<file path="src/tpgio_defines.vh">
`ifndef TPGIO_DEFINES_VH
`define TPGIO_DEFINES_VH

// register indices as printed; byte address is four times the index
`define TPGIO_IDX_A_DATA     8'h00
`define TPGIO_IDX_B_DATA     8'h01
`define TPGIO_IDX_C_DATA     8'h02
`define TPGIO_IDX_A_DIR      8'h04
`define TPGIO_IDX_B_DIR      8'h05
`define TPGIO_IDX_C_DIR      8'h06
`define TPGIO_IDX_A_PUE      8'h0D
`define TPGIO_IDX_C_PUE      8'h0E
`define TPGIO_IDX_KBI_EN     8'h10
`define TPGIO_IDX_ADC_SEL    8'h11

// field layout
`define TPGIO_C_MASK         8'h7F
`define TPGIO_ADC_EN_BIT     3
`define TPGIO_ADC_CH_MSB     2

// reset values
`define TPGIO_DIR_RST        8'h00
`define TPGIO_PUE_RST        8'h00
`define TPGIO_KBI_RST        8'h00
`define TPGIO_ADC_RST        4'h0

`endif

</file>
<file path="src/tpgio_pin.v">
`include "tpgio_defines.vh"

// per-port pin logic: output drive, pullup gating, read-back selection
module tpgio_pin (
    input  wire [7:0] latch_val,
    input  wire [7:0] dir_val,
    input  wire [7:0] pue_val,
    input  wire [7:0] pin_level,
    input  wire [7:0] analog_force,
    output wire [7:0] drive_en,
    output wire [7:0] pullup_en,
    output wire [7:0] read_val
);
    // analog selection overrides direction and takes the pin off digital use
    assign drive_en  = dir_val & ~analog_force;
    // pullup only on inputs; reconnects as soon as direction returns to input
    assign pullup_en = pue_val & ~dir_val & ~analog_force;
    // output bits read the latch, input bits read the pin
    assign read_val  = (dir_val & latch_val) | (~dir_val & pin_level);
endmodule

</file>
<file path="src/tpgio_sync.v">
// two-stage synchroniser for an 8-bit group of pin levels
module tpgio_sync (
    input  wire       ref_clk,
    input  wire       sys_rst,
    input  wire [7:0] async_in,
    output reg  [7:0] sync_out
);
    reg [7:0] meta_q;

    // first stage feeds only the second stage
    always @(posedge ref_clk or posedge sys_rst) begin
        if (sys_rst) begin
            meta_q   <= 8'h00;
            sync_out <= 8'h00;
        end else begin
            meta_q   <= async_in;
            sync_out <= meta_q;
        end
    end
endmodule

</file>
<file path="src/tpgio_top.v">
// Overview of operation
// direction bit 1 enables the pin driver; 0 makes the pin an input.
// reset clears all direction registers, so every pin starts as input.
// direction registers are readable and return the last value written.
// port data latches are not touched by reset.
// output-direction bits read back the stored latch value.
// input-direction bits read back the live pin level.
// writes to a data register always update the latch.
// writing an input bit changes only the latch, not the read-back.
// first and third ports: pullup on input bits whose enable is 1.
// pullup is dropped while a bit is output, restored on return to input.
// first port has eight independent software pullup enables.
// second port is eight bits, shared with analog, with no pullups.
// analog channel selection overrides direction and forces analog input.
// unselected second-port pins act as ordinary digital I/O.
// third port implements bits 0 to 6 only.
// software writes the latch before turning a bit to output.
// reduced package: software keeps third-port bits 5 and 6 as inputs.
// first-port pins serve as keypad interrupt inputs when enabled.
// third-port bit 7 reads zero and ignores writes.
//
// Design decision made here: the APB interface to the registers.
`include "tpgio_defines.vh"

module tpgio_top (
    input  wire        ref_clk,
    input  wire        sys_rst,
    input  wire        psel,
    input  wire        penable,
    input  wire        pwrite,
    input  wire [11:0] paddr,
    input  wire [31:0] pwdata,
    output reg  [31:0] prdata,
    output reg         pready,
    output reg         pslverr,
    input  wire [7:0]  port_a_in,
    output reg  [7:0]  port_a_out,
    output reg  [7:0]  port_a_oe,
    output reg  [7:0]  port_a_pullup,
    input  wire [7:0]  port_b_in,
    output reg  [7:0]  port_b_out,
    output reg  [7:0]  port_b_oe,
    output reg  [7:0]  analog_channel_pins,
    input  wire [6:0]  port_c_in,
    output reg  [6:0]  port_c_out,
    output reg  [6:0]  port_c_oe,
    output reg  [6:0]  port_c_pullup,
    output reg  [7:0]  keypad_input_pins
);
    // latches carry no reset so their content survives a reset
    reg  [7:0]  first_port_latch;
    reg  [7:0]  second_port_latch;
    reg  [7:0]  third_port_latch;
    reg  [7:0]  first_port_direction_q;
    reg  [7:0]  second_port_direction_q;
    reg  [7:0]  third_port_direction_q;
    reg  [7:0]  first_port_pullup_enable_q;
    reg  [7:0]  third_port_pullup_enable_q;
    reg  [7:0]  keypad_irq_enable_bits_q;
    reg  [3:0]  adc_select_q;
    reg  [31:0] prdata_d;
    reg         pslverr_d;
    reg  [7:0]  analog_force;

    wire [7:0]  a_sync;
    wire [7:0]  b_sync;
    wire [7:0]  c_sync;
    wire [7:0]  a_drv;
    wire [7:0]  a_pu;
    wire [7:0]  a_rd;
    wire [7:0]  b_drv;
    wire [7:0]  b_pu;
    wire [7:0]  b_rd;
    wire [7:0]  c_drv;
    wire [7:0]  c_pu;
    wire [7:0]  c_rd;
    wire [8:0]  widx;
    wire [7:0]  idx;
    wire        addr_ok;
    wire        wr_acc;
    wire        rd_acc;
    wire        wr_go;
    // one write strobe per register
    wire        wr_a_data;
    wire        wr_b_data;
    wire        wr_c_data;
    wire        wr_a_dir;
    wire        wr_b_dir;
    wire        wr_c_dir;
    wire        wr_a_pue;
    wire        wr_c_pue;
    wire        wr_kbi;
    wire        wr_adc;

    // decode a word index from a byte address; non-aligned or high is unmapped
    function [8:0] word_index;
        input [11:0] addr;
        begin
            word_index = {(addr[1:0] == 2'b00 && addr[11:10] == 2'b00), addr[9:2]};
        end
    endfunction

    // true when the index names an implemented register
    function mapped;
        input [7:0] i;
        begin
            case (i)
                `TPGIO_IDX_A_DATA, `TPGIO_IDX_B_DATA, `TPGIO_IDX_C_DATA,
                `TPGIO_IDX_A_DIR, `TPGIO_IDX_B_DIR, `TPGIO_IDX_C_DIR,
                `TPGIO_IDX_A_PUE, `TPGIO_IDX_C_PUE,
                `TPGIO_IDX_KBI_EN, `TPGIO_IDX_ADC_SEL: mapped = 1'b1;
                default: mapped = 1'b0;
            endcase
        end
    endfunction

    // write strobe for one register: a completed, mapped write to that index
    function hit;
        input       go;
        input [7:0] i;
        input [7:0] sel;
        begin
            hit = go && (i == sel);
        end
    endfunction

    // top bit of the decoded word flags an address that may be mapped
    assign widx    = word_index(paddr);
    assign idx     = widx[7:0];
    assign addr_ok = widx[8] && mapped(idx);
    // writes land at the edge that ends the access phase, pready high there
    assign wr_acc  = psel & penable & pready & pwrite;
    assign rd_acc  = psel & ~penable & ~pwrite;
    assign wr_go   = wr_acc & addr_ok;

    // per-register strobes keep each register process small
    assign wr_a_data = hit(wr_go, idx, `TPGIO_IDX_A_DATA);
    assign wr_b_data = hit(wr_go, idx, `TPGIO_IDX_B_DATA);
    assign wr_c_data = hit(wr_go, idx, `TPGIO_IDX_C_DATA);
    assign wr_a_dir  = hit(wr_go, idx, `TPGIO_IDX_A_DIR);
    assign wr_b_dir  = hit(wr_go, idx, `TPGIO_IDX_B_DIR);
    assign wr_c_dir  = hit(wr_go, idx, `TPGIO_IDX_C_DIR);
    assign wr_a_pue  = hit(wr_go, idx, `TPGIO_IDX_A_PUE);
    assign wr_c_pue  = hit(wr_go, idx, `TPGIO_IDX_C_PUE);
    assign wr_kbi    = hit(wr_go, idx, `TPGIO_IDX_KBI_EN);
    assign wr_adc    = hit(wr_go, idx, `TPGIO_IDX_ADC_SEL);

    // pin levels cross in through two flops before any logic looks at them
    tpgio_sync u_sync_a (
        .ref_clk  (ref_clk),
        .sys_rst  (sys_rst),
        .async_in (port_a_in),
        .sync_out (a_sync)
    );
    tpgio_sync u_sync_b (
        .ref_clk  (ref_clk),
        .sys_rst  (sys_rst),
        .async_in (port_b_in),
        .sync_out (b_sync)
    );
    tpgio_sync u_sync_c (
        .ref_clk  (ref_clk),
        .sys_rst  (sys_rst),
        .async_in ({1'b0, port_c_in}),
        .sync_out (c_sync)
    );

    // one-hot analog selection from the channel field when enabled
    always @* begin
        analog_force = 8'h00;
        if (adc_select_q[`TPGIO_ADC_EN_BIT]) begin
            analog_force[adc_select_q[`TPGIO_ADC_CH_MSB:0]] = 1'b1;
        end
    end

    tpgio_pin u_pin_a (
        .latch_val    (first_port_latch),
        .dir_val      (first_port_direction_q),
        .pue_val      (first_port_pullup_enable_q),
        .pin_level    (a_sync),
        .analog_force (8'h00),
        .drive_en     (a_drv),
        .pullup_en    (a_pu),
        .read_val     (a_rd)
    );
    // second port has no pullup control: enable tied off
    tpgio_pin u_pin_b (
        .latch_val    (second_port_latch),
        .dir_val      (second_port_direction_q),
        .pue_val      (8'h00),
        .pin_level    (b_sync),
        .analog_force (analog_force),
        .drive_en     (b_drv),
        .pullup_en    (b_pu),
        .read_val     (b_rd)
    );
    tpgio_pin u_pin_c (
        .latch_val    (third_port_latch),
        .dir_val      (third_port_direction_q),
        .pue_val      (third_port_pullup_enable_q),
        .pin_level    (c_sync),
        .analog_force (8'h00),
        .drive_en     (c_drv),
        .pullup_en    (c_pu),
        .read_val     (c_rd)
    );

    // data latches: written whatever the direction, untouched by reset
    always @(posedge ref_clk) begin
        if (wr_a_data) begin
            first_port_latch <= pwdata[7:0];
        end
    end

    // second latch also drives the pins that the analog select leaves digital
    always @(posedge ref_clk) begin
        if (wr_b_data) begin
            second_port_latch <= pwdata[7:0];
        end
    end

    // bit 7 kept low so the missing position reads zero
    always @(posedge ref_clk) begin
        if (wr_c_data) begin
            third_port_latch <= pwdata[7:0] & `TPGIO_C_MASK;
        end
    end

    // first port controls: direction, pullup enables, keypad enables
    always @(posedge ref_clk or posedge sys_rst) begin
        if (sys_rst) begin
            first_port_direction_q     <= `TPGIO_DIR_RST;
            first_port_pullup_enable_q <= `TPGIO_PUE_RST;
            keypad_irq_enable_bits_q   <= `TPGIO_KBI_RST;
        end else begin
            if (wr_a_dir) begin
                first_port_direction_q <= pwdata[7:0];
            end
            if (wr_a_pue) begin
                first_port_pullup_enable_q <= pwdata[7:0];
            end
            if (wr_kbi) begin
                keypad_irq_enable_bits_q <= pwdata[7:0];
            end
        end
    end

    // second port controls: direction and analog channel select
    always @(posedge ref_clk or posedge sys_rst) begin
        if (sys_rst) begin
            second_port_direction_q <= `TPGIO_DIR_RST;
            adc_select_q            <= `TPGIO_ADC_RST;
        end else begin
            if (wr_b_dir) begin
                second_port_direction_q <= pwdata[7:0];
            end
            if (wr_adc) begin
                adc_select_q <= pwdata[3:0];
            end
        end
    end

    // third port controls; only bits 0 to 6 exist
    always @(posedge ref_clk or posedge sys_rst) begin
        if (sys_rst) begin
            third_port_direction_q     <= `TPGIO_DIR_RST;
            third_port_pullup_enable_q <= `TPGIO_PUE_RST;
        end else begin
            if (wr_c_dir) begin
                third_port_direction_q <= pwdata[7:0] & `TPGIO_C_MASK;
            end
            if (wr_c_pue) begin
                third_port_pullup_enable_q <= pwdata[7:0] & `TPGIO_C_MASK;
            end
        end
    end

    // read mux: data locations return the latch or the pin per bit
    always @* begin
        prdata_d  = 32'h0000_0000;
        pslverr_d = 1'b0;
        if (rd_acc || (psel && !penable)) begin
            pslverr_d = ~addr_ok;
            case (idx)
                `TPGIO_IDX_A_DATA:  prdata_d[7:0] = a_rd;
                `TPGIO_IDX_B_DATA:  prdata_d[7:0] = b_rd;
                `TPGIO_IDX_C_DATA:  prdata_d[7:0] = c_rd & `TPGIO_C_MASK;
                `TPGIO_IDX_A_DIR:   prdata_d[7:0] = first_port_direction_q;
                `TPGIO_IDX_B_DIR:   prdata_d[7:0] = second_port_direction_q;
                `TPGIO_IDX_C_DIR:   prdata_d[7:0] = third_port_direction_q;
                `TPGIO_IDX_A_PUE:   prdata_d[7:0] = first_port_pullup_enable_q;
                `TPGIO_IDX_C_PUE:   prdata_d[7:0] = third_port_pullup_enable_q;
                `TPGIO_IDX_KBI_EN:  prdata_d[7:0] = keypad_irq_enable_bits_q;
                `TPGIO_IDX_ADC_SEL: prdata_d[3:0] = adc_select_q;
                default:            prdata_d      = 32'h0000_0000;
            endcase
            // refused accesses return zero data, whatever the low index bits hit
            if (!addr_ok) begin
                prdata_d = 32'h0000_0000;
            end
        end
    end

    // bus answer registered: read data captured in setup, shown in access
    always @(posedge ref_clk or posedge sys_rst) begin
        if (sys_rst) begin
            prdata  <= 32'h0000_0000;
            pready  <= 1'b0;
            pslverr <= 1'b0;
        end else begin
            pready <= psel & ~penable;
            if (psel && !penable) begin
                prdata  <= pwrite ? 32'h0000_0000 : prdata_d;
                pslverr <= pslverr_d;
            end else begin
                pslverr <= 1'b0;
            end
        end
    end

    // pad controls registered so every output comes from a flop
    always @(posedge ref_clk or posedge sys_rst) begin
        if (sys_rst) begin
            port_a_oe     <= 8'h00;
            port_a_pullup <= 8'h00;
            port_b_oe     <= 8'h00;
            port_c_oe     <= 7'h00;
            port_c_pullup <= 7'h00;
        end else begin
            port_a_oe     <= a_drv;
            port_a_pullup <= a_pu;
            port_b_oe     <= b_drv;
            port_c_oe     <= c_drv[6:0];
            port_c_pullup <= c_pu[6:0];
        end
    end

    // drive values copy the latches and, like them, ignore reset
    always @(posedge ref_clk) begin
        port_a_out <= first_port_latch;
        port_b_out <= second_port_latch;
        port_c_out <= third_port_latch[6:0];
    end

    // side functions: analog select and keypad view of the first port
    always @(posedge ref_clk or posedge sys_rst) begin
        if (sys_rst) begin
            analog_channel_pins <= 8'h00;
            keypad_input_pins   <= 8'h00;
        end else begin
            analog_channel_pins <= analog_force;
            // keypad sees the synchronised pin only where enabled
            keypad_input_pins   <= a_sync & keypad_irq_enable_bits_q;
        end
    end
endmodule
</file>
<file path="config.mk">
export PLATFORM = sky130hd
export DESIGN_NAME = tpgio_top
export DESIGN_NICKNAME = d
export VERILOG_FILES = /design/src/tpgio_pin.v /design/src/tpgio_sync.v /design/src/tpgio_top.v
export VERILOG_INCLUDE_DIRS = /design/src /design/src/src
export SDC_FILE = /design/constraint.sdc
export NUM_CORES = 1
export LEC_CHECK = 0
export BUFFER_PORTS_ARGS = -buffer_cell sky130_fd_sc_hd__buf_2
export CORE_UTILIZATION = 30
export DETAILED_ROUTE_END_ITERATION = 10
export SLEW_MARGIN = 20
export SYNTH_ARGS = -nofsm -noshare
export SYNTH_HDL_FRONTEND = slang
export SYNTH_HIERARCHICAL = 1
export SYNTH_SLANG_ARGS = --single-unit
</file>
<file path="constraint.sdc">
create_clock -name ref_clk -period 4.46 [get_ports ref_clk]
set_input_delay 0.892 -clock ref_clk [delete_from_list [all_inputs] [get_ports ref_clk]]
set_output_delay 0.892 -clock ref_clk [all_outputs]
set_load 0.01 [all_outputs]
</file>
* Word-level counts from Yosys, hierarchy flattened
Memory sizes are Yosys's and may differ from the RTL's. Index checks and enable logic that the tools add are counted. Widths: inputs -> output; s select.
Storage, ports and cells: memories 1, input bits 72, memory bits (read-only) 32, register bits after elaboration 230, word-level logic and storage cells 98, output and inout port bits 111
Operators by class: magnitude comparators 2, reductions and logical operators 20, bitwise operators 26, mux-type cells 11, equal/unequal tests 9
Memory list:
- (name not given) | words 32, width 1, read ports 1, clocked after Yosys merged registers in 0, wr ports 0, line tpgio_top.v:107 | case (i)
Operator list (number):
- $mux 32 | 2
- $and 8x8->8 | 7
- $pmux 4 s10 | 1
- $pmux 4 s9 | 1
- $eq 8x3->1 const B | 3
- $not 8->8 | 3
- $and 7x7->7 | 3
- $eq 8x4->1 const B | 2
- $eq 8x5->1 const B | 2
- $mux 8 | 2
- $or 8x8->8 | 2
- $logic_and 1x1->1 | 14
- $eq 8x1->1 const B | 1
- $eq 8x2->1 const B | 1
- $logic_not 8->1 | 1
- $not 7->7 | 1
- $or 7x7->7 | 1
- $and 1x1->1 | 6
- $logic_not 2->1 | 2
- $lt 3x4->1 const B | 1
- $mux 1 | 4
- $demux 1 s3 | 1
- $ge 3x1->1 const B | 1
- $logic_not 3->1 | 1
- other kinds (3) | 5

* Depth between registers and ports, before layout
depth after elaboration 7, depth in mapped cells 7, gate-level depth less buffers 6

* By module
The synthesis kept the hierarchy.
Modules (own cells, without submodules):
- tpgio_top | times used 1, sequential area each 4003.8 µm², area an instance 6189.7 µm², cells each 429
- tpgio_sync | times used 3, sequential area each 400.4 µm², area an instance 404.1 µm², cells each 17
- tpgio_pin | times used 3, sequential area each 0.0 µm², area an instance 230.2 µm², cells each 24

* Worst setup path before layout
Ideal clock, no wire load.
path kind in2reg, from input paddr[5], to register first_port_latch[0] (enable), slack 1417 ps, cell stages on the path 5, buffers on the path 1, required time 4065 ps, data arrival time 2648 ps, library setup time 395 ps, cell sequence buf_2 nor3_1 a221o_1 nand3_1 nor4_1
On the way: cells in the longest elaborated chain, start to end 5, elaborated cells on any way between the ends 6, classes of those cells mux (1); bitwise (1); reduce/logical (3); memory (1)
Ends and longest elaborated chain:
- start: declaration | line tpgio_top.v:31 | input wire [11:0] paddr,
- $mem_v2 32x1
- $mux 1 | line tpgio_top.v:107
- $logic_and 1x1->1 | line tpgio_top.v:130 | assign addr_ok = widx[8] && mapped(idx);
- $and 1x1->1 | line tpgio_top.v:134 | assign wr_go = wr_acc & addr_ok;
- $logic_and 1x1->1 * | line tpgio_top.v:123 | hit = go && (i == sel);
- via wr_a_data | line tpgio_top.v:84 | wire wr_a_data;
- end signal: assignment | line tpgio_top.v:211 | first_port_latch <= pwdata[7:0];
- end: declaration | line tpgio_top.v:51 | reg [7:0] first_port_latch;
The timed path passes the listed nets; every way through them passes the cells marked *. A chain may end at the register's enable or synchronous reset.

* Worst setup path after layout
from input paddr[4], to register first_port_latch[6] (enable)
Same word-level chain as after synthesis.

==> flow_summary.yaml <==
timing:
  tns_ps: 0
  setup_violations: 0
  rsz0062_at_grt: "no"
  period_share: 0.669
  fin_worst_skew_ps: 22.3
  max_freq_ghz: 0.335
  slew_headroom: 0.429
  setup_slack_ps: 1480
  worst_pin_slew_ps: 850
  finalHoldViolCount: 0
  min_period_ps: 2980
  drv_slew: 0
finish:
  drive_gt1_frac: 0.374
  finalNetCount: 795
  syn_to_final_growth_pct: 23.8
  fill_cells: 2502
  final_area_sq_mm: 0.00985
worst_setup_path:
  start_kind: "primary input"
  cp-end-kind: "flop"
  r2r-end: "first_port_pullup_enable_q[5]"
  required_ps: 4660
  r2r_slack_ps: 2170
  critical_path_arrival_ps: 3190
  crit_type: "primary input to flop"
  r2r_start: "pready"
  crit_fanout: 21
  reg2regPathDepth: 4
min_path:
  min_to: "u_sync_b/sync_out[2]"
  hp-class: "flop to flop"
  min_path_cells: 0
  hold_start: "u_sync_b/meta_q[2]"
routing:
  wl_mm: 20.4
  drt-initial-drc-count: 330
  routed_via_density: 4.56
  first_pass_iters: 4
  drc_errors: 0
  vias: 4883
  detail-route-antenna-nets: 0
  wl_per_cell_um: 19.0
global_route:
  met3_usage: 0.0284
  grt_max_degree: 61
  grt_use_met1: 0.203
  antenna_found_initial: 1
  grt_pass1_wl_mm: 30.2
  grt_pass1_vias: 4931
  grt_usage: 0.152
  top_usage_layer: "met2"
  grt_overflow_total: 0
  met2_usage: 0.245
die:
  initial_utilization: 0.305
  coreArea_sq_mm: 0.0261
  die_h_um: 165
  io_pins: 183
  num_rows: 59
  design.die.area_sq_mm: 0.0272
  chipWidth_um: 165
cts:
  clock-root-buffer: "clkbuf_16"
  postCtsHoldBufs: 0
  cts_tree: "built"
  clkSinkCount: 206
  cts_resized: 0
  cts_max_level: 1
  clockBufferDepth: 3
  post_cts_buffers: 0
  clkSlewWorstSetupHoldPaths_ps: 60
  numCtsBuffers: 23
  insertion_delay_ps: 510
placed_design:
  place_ws_ps: 1000
  place.gp.congestion: 0.874
  place_area_sq_mm: 0.00906
  placement.io_buffers: 134
  dpl.hpwl_mm: 14.4
synth:
  synth_area_sq_mm: 0.00795
  ys_warn_count: 6
  syn_inst: 539
  syn_avg_cell_area_sq_um: 14.8
power_and_ir_drop:
  ir_worst_vdd_mv: 0.233
  p_leak_nw: 4.71
  p_per_area_mw_per_mm2: 411
job:
  drv_cap: 0
run_status:
  status: "finished clean"
## layer usage
layer | vias to the layer above | routed length [um]
met5 | - | 0
met4 | 0 | 605
met3 | 41 | 1200
met2 | 167 | 9730
met1 | 2443 | 8850
li1 | 2232 | -
## power by group
part	internal (mW)	total (mW)	leakage (nW)	switching, mW
Combinational	0.0543	0.177	1.80	0.122
Sequential	1.92	1.92	2.53	0.00624
Clock	1.21	1.95	0.383	0.744
## flip-flops by register name, summed over array words and instances (netlist names), 8 cells and up
register and cells:
keypad_irq_enable_bits_q 8, first_port_direction_q 8, analog_channel_pins 8, second_port_direction_q 8, first_port_latch 8, port_a_oe 8
port_b_oe 8, u_sync_b/sync_out 8, second_port_latch 8, u_sync_b/meta_q 8, port_a_out 8, port_a_pullup 8
keypad_input_pins 8, u_sync_a/meta_q 8, u_sync_a/sync_out 8, first_port_pullup_enable_q 8, prdata 8, port_b_out 8
## cell type report
cell class | instances | area [sq um] | share of cell area
inverters | 9 | 36.3 | 0.00368
clock inverters | 10 | 133 | 0.0135
flip-flops and latches | 206 | 5150 | 0.523
diodes | 1 | 2.50 | 0.000254
well taps | 335 | 419 | 0.0426
multi-input cells | 335 | 2700 | 0.274
clock buffers | 31 | 657 | 0.0667
repair buffers | 144 | 746 | 0.0757
## stage by stage
step                      hold WS (ps)  total power [mW]  utilization  std cells
after floorplan                    331              2.08            -        592
after global placement             332              2.13        0.348       1029
after detailed placement           335              2.14        0.348       1029
after CTS                          346              4.10        0.378       1070
after global routing               354              4.19        0.378       1071
final                              344              4.05        0.378       1071
## how the worst max path moves through the flow
stage	start	endpoint	slack (ps)	cells after the start
2_1_floorplan	sys_rst	adc_select_q[0]	550	1
3_3_place_gp	paddr[4]	first_port_latch[4]	1030	6
3_5_place_dp	paddr[4]	first_port_latch[6]	1000	6
4_1_cts	paddr[4]	first_port_latch[2]	1520	6
5_1_grt	paddr[4]	first_port_latch[6]	1380	6
6_report	paddr[4]	first_port_latch[6]	1480	6
## placed cells by master (no fill, tap or decap), types with 9 or more instances in the layout
| master | instances |
|---|---|
| and2_1 | 10 |
| nor3_1 | 10 |
| mux2i_1 | 10 |
| edfxtp_1 | 23 |
| nor2b_1 | 27 |
| dfrtp_1 | 160 |
| buf_4 | 10 |
| nor2_1 | 10 |
| conb_1 | 54 |
| mux2_4 | 31 |
| nand2_1 | 19 |
| nor3b_1 | 17 |
| clkbuf_16 | 24 |
| buf_2 | 134 |
| mux2_2 | 50 |
| nand3_1 | 9 |
| dfxtp_1 | 23 |
## critical path, stage by stage
cell and delay [ps]:
buf_2 290, nor2_1 530, a221o_1 370, nand3_1 170, nor4_2 640, buf_4 290
Power figures use the tool's default switching activity.
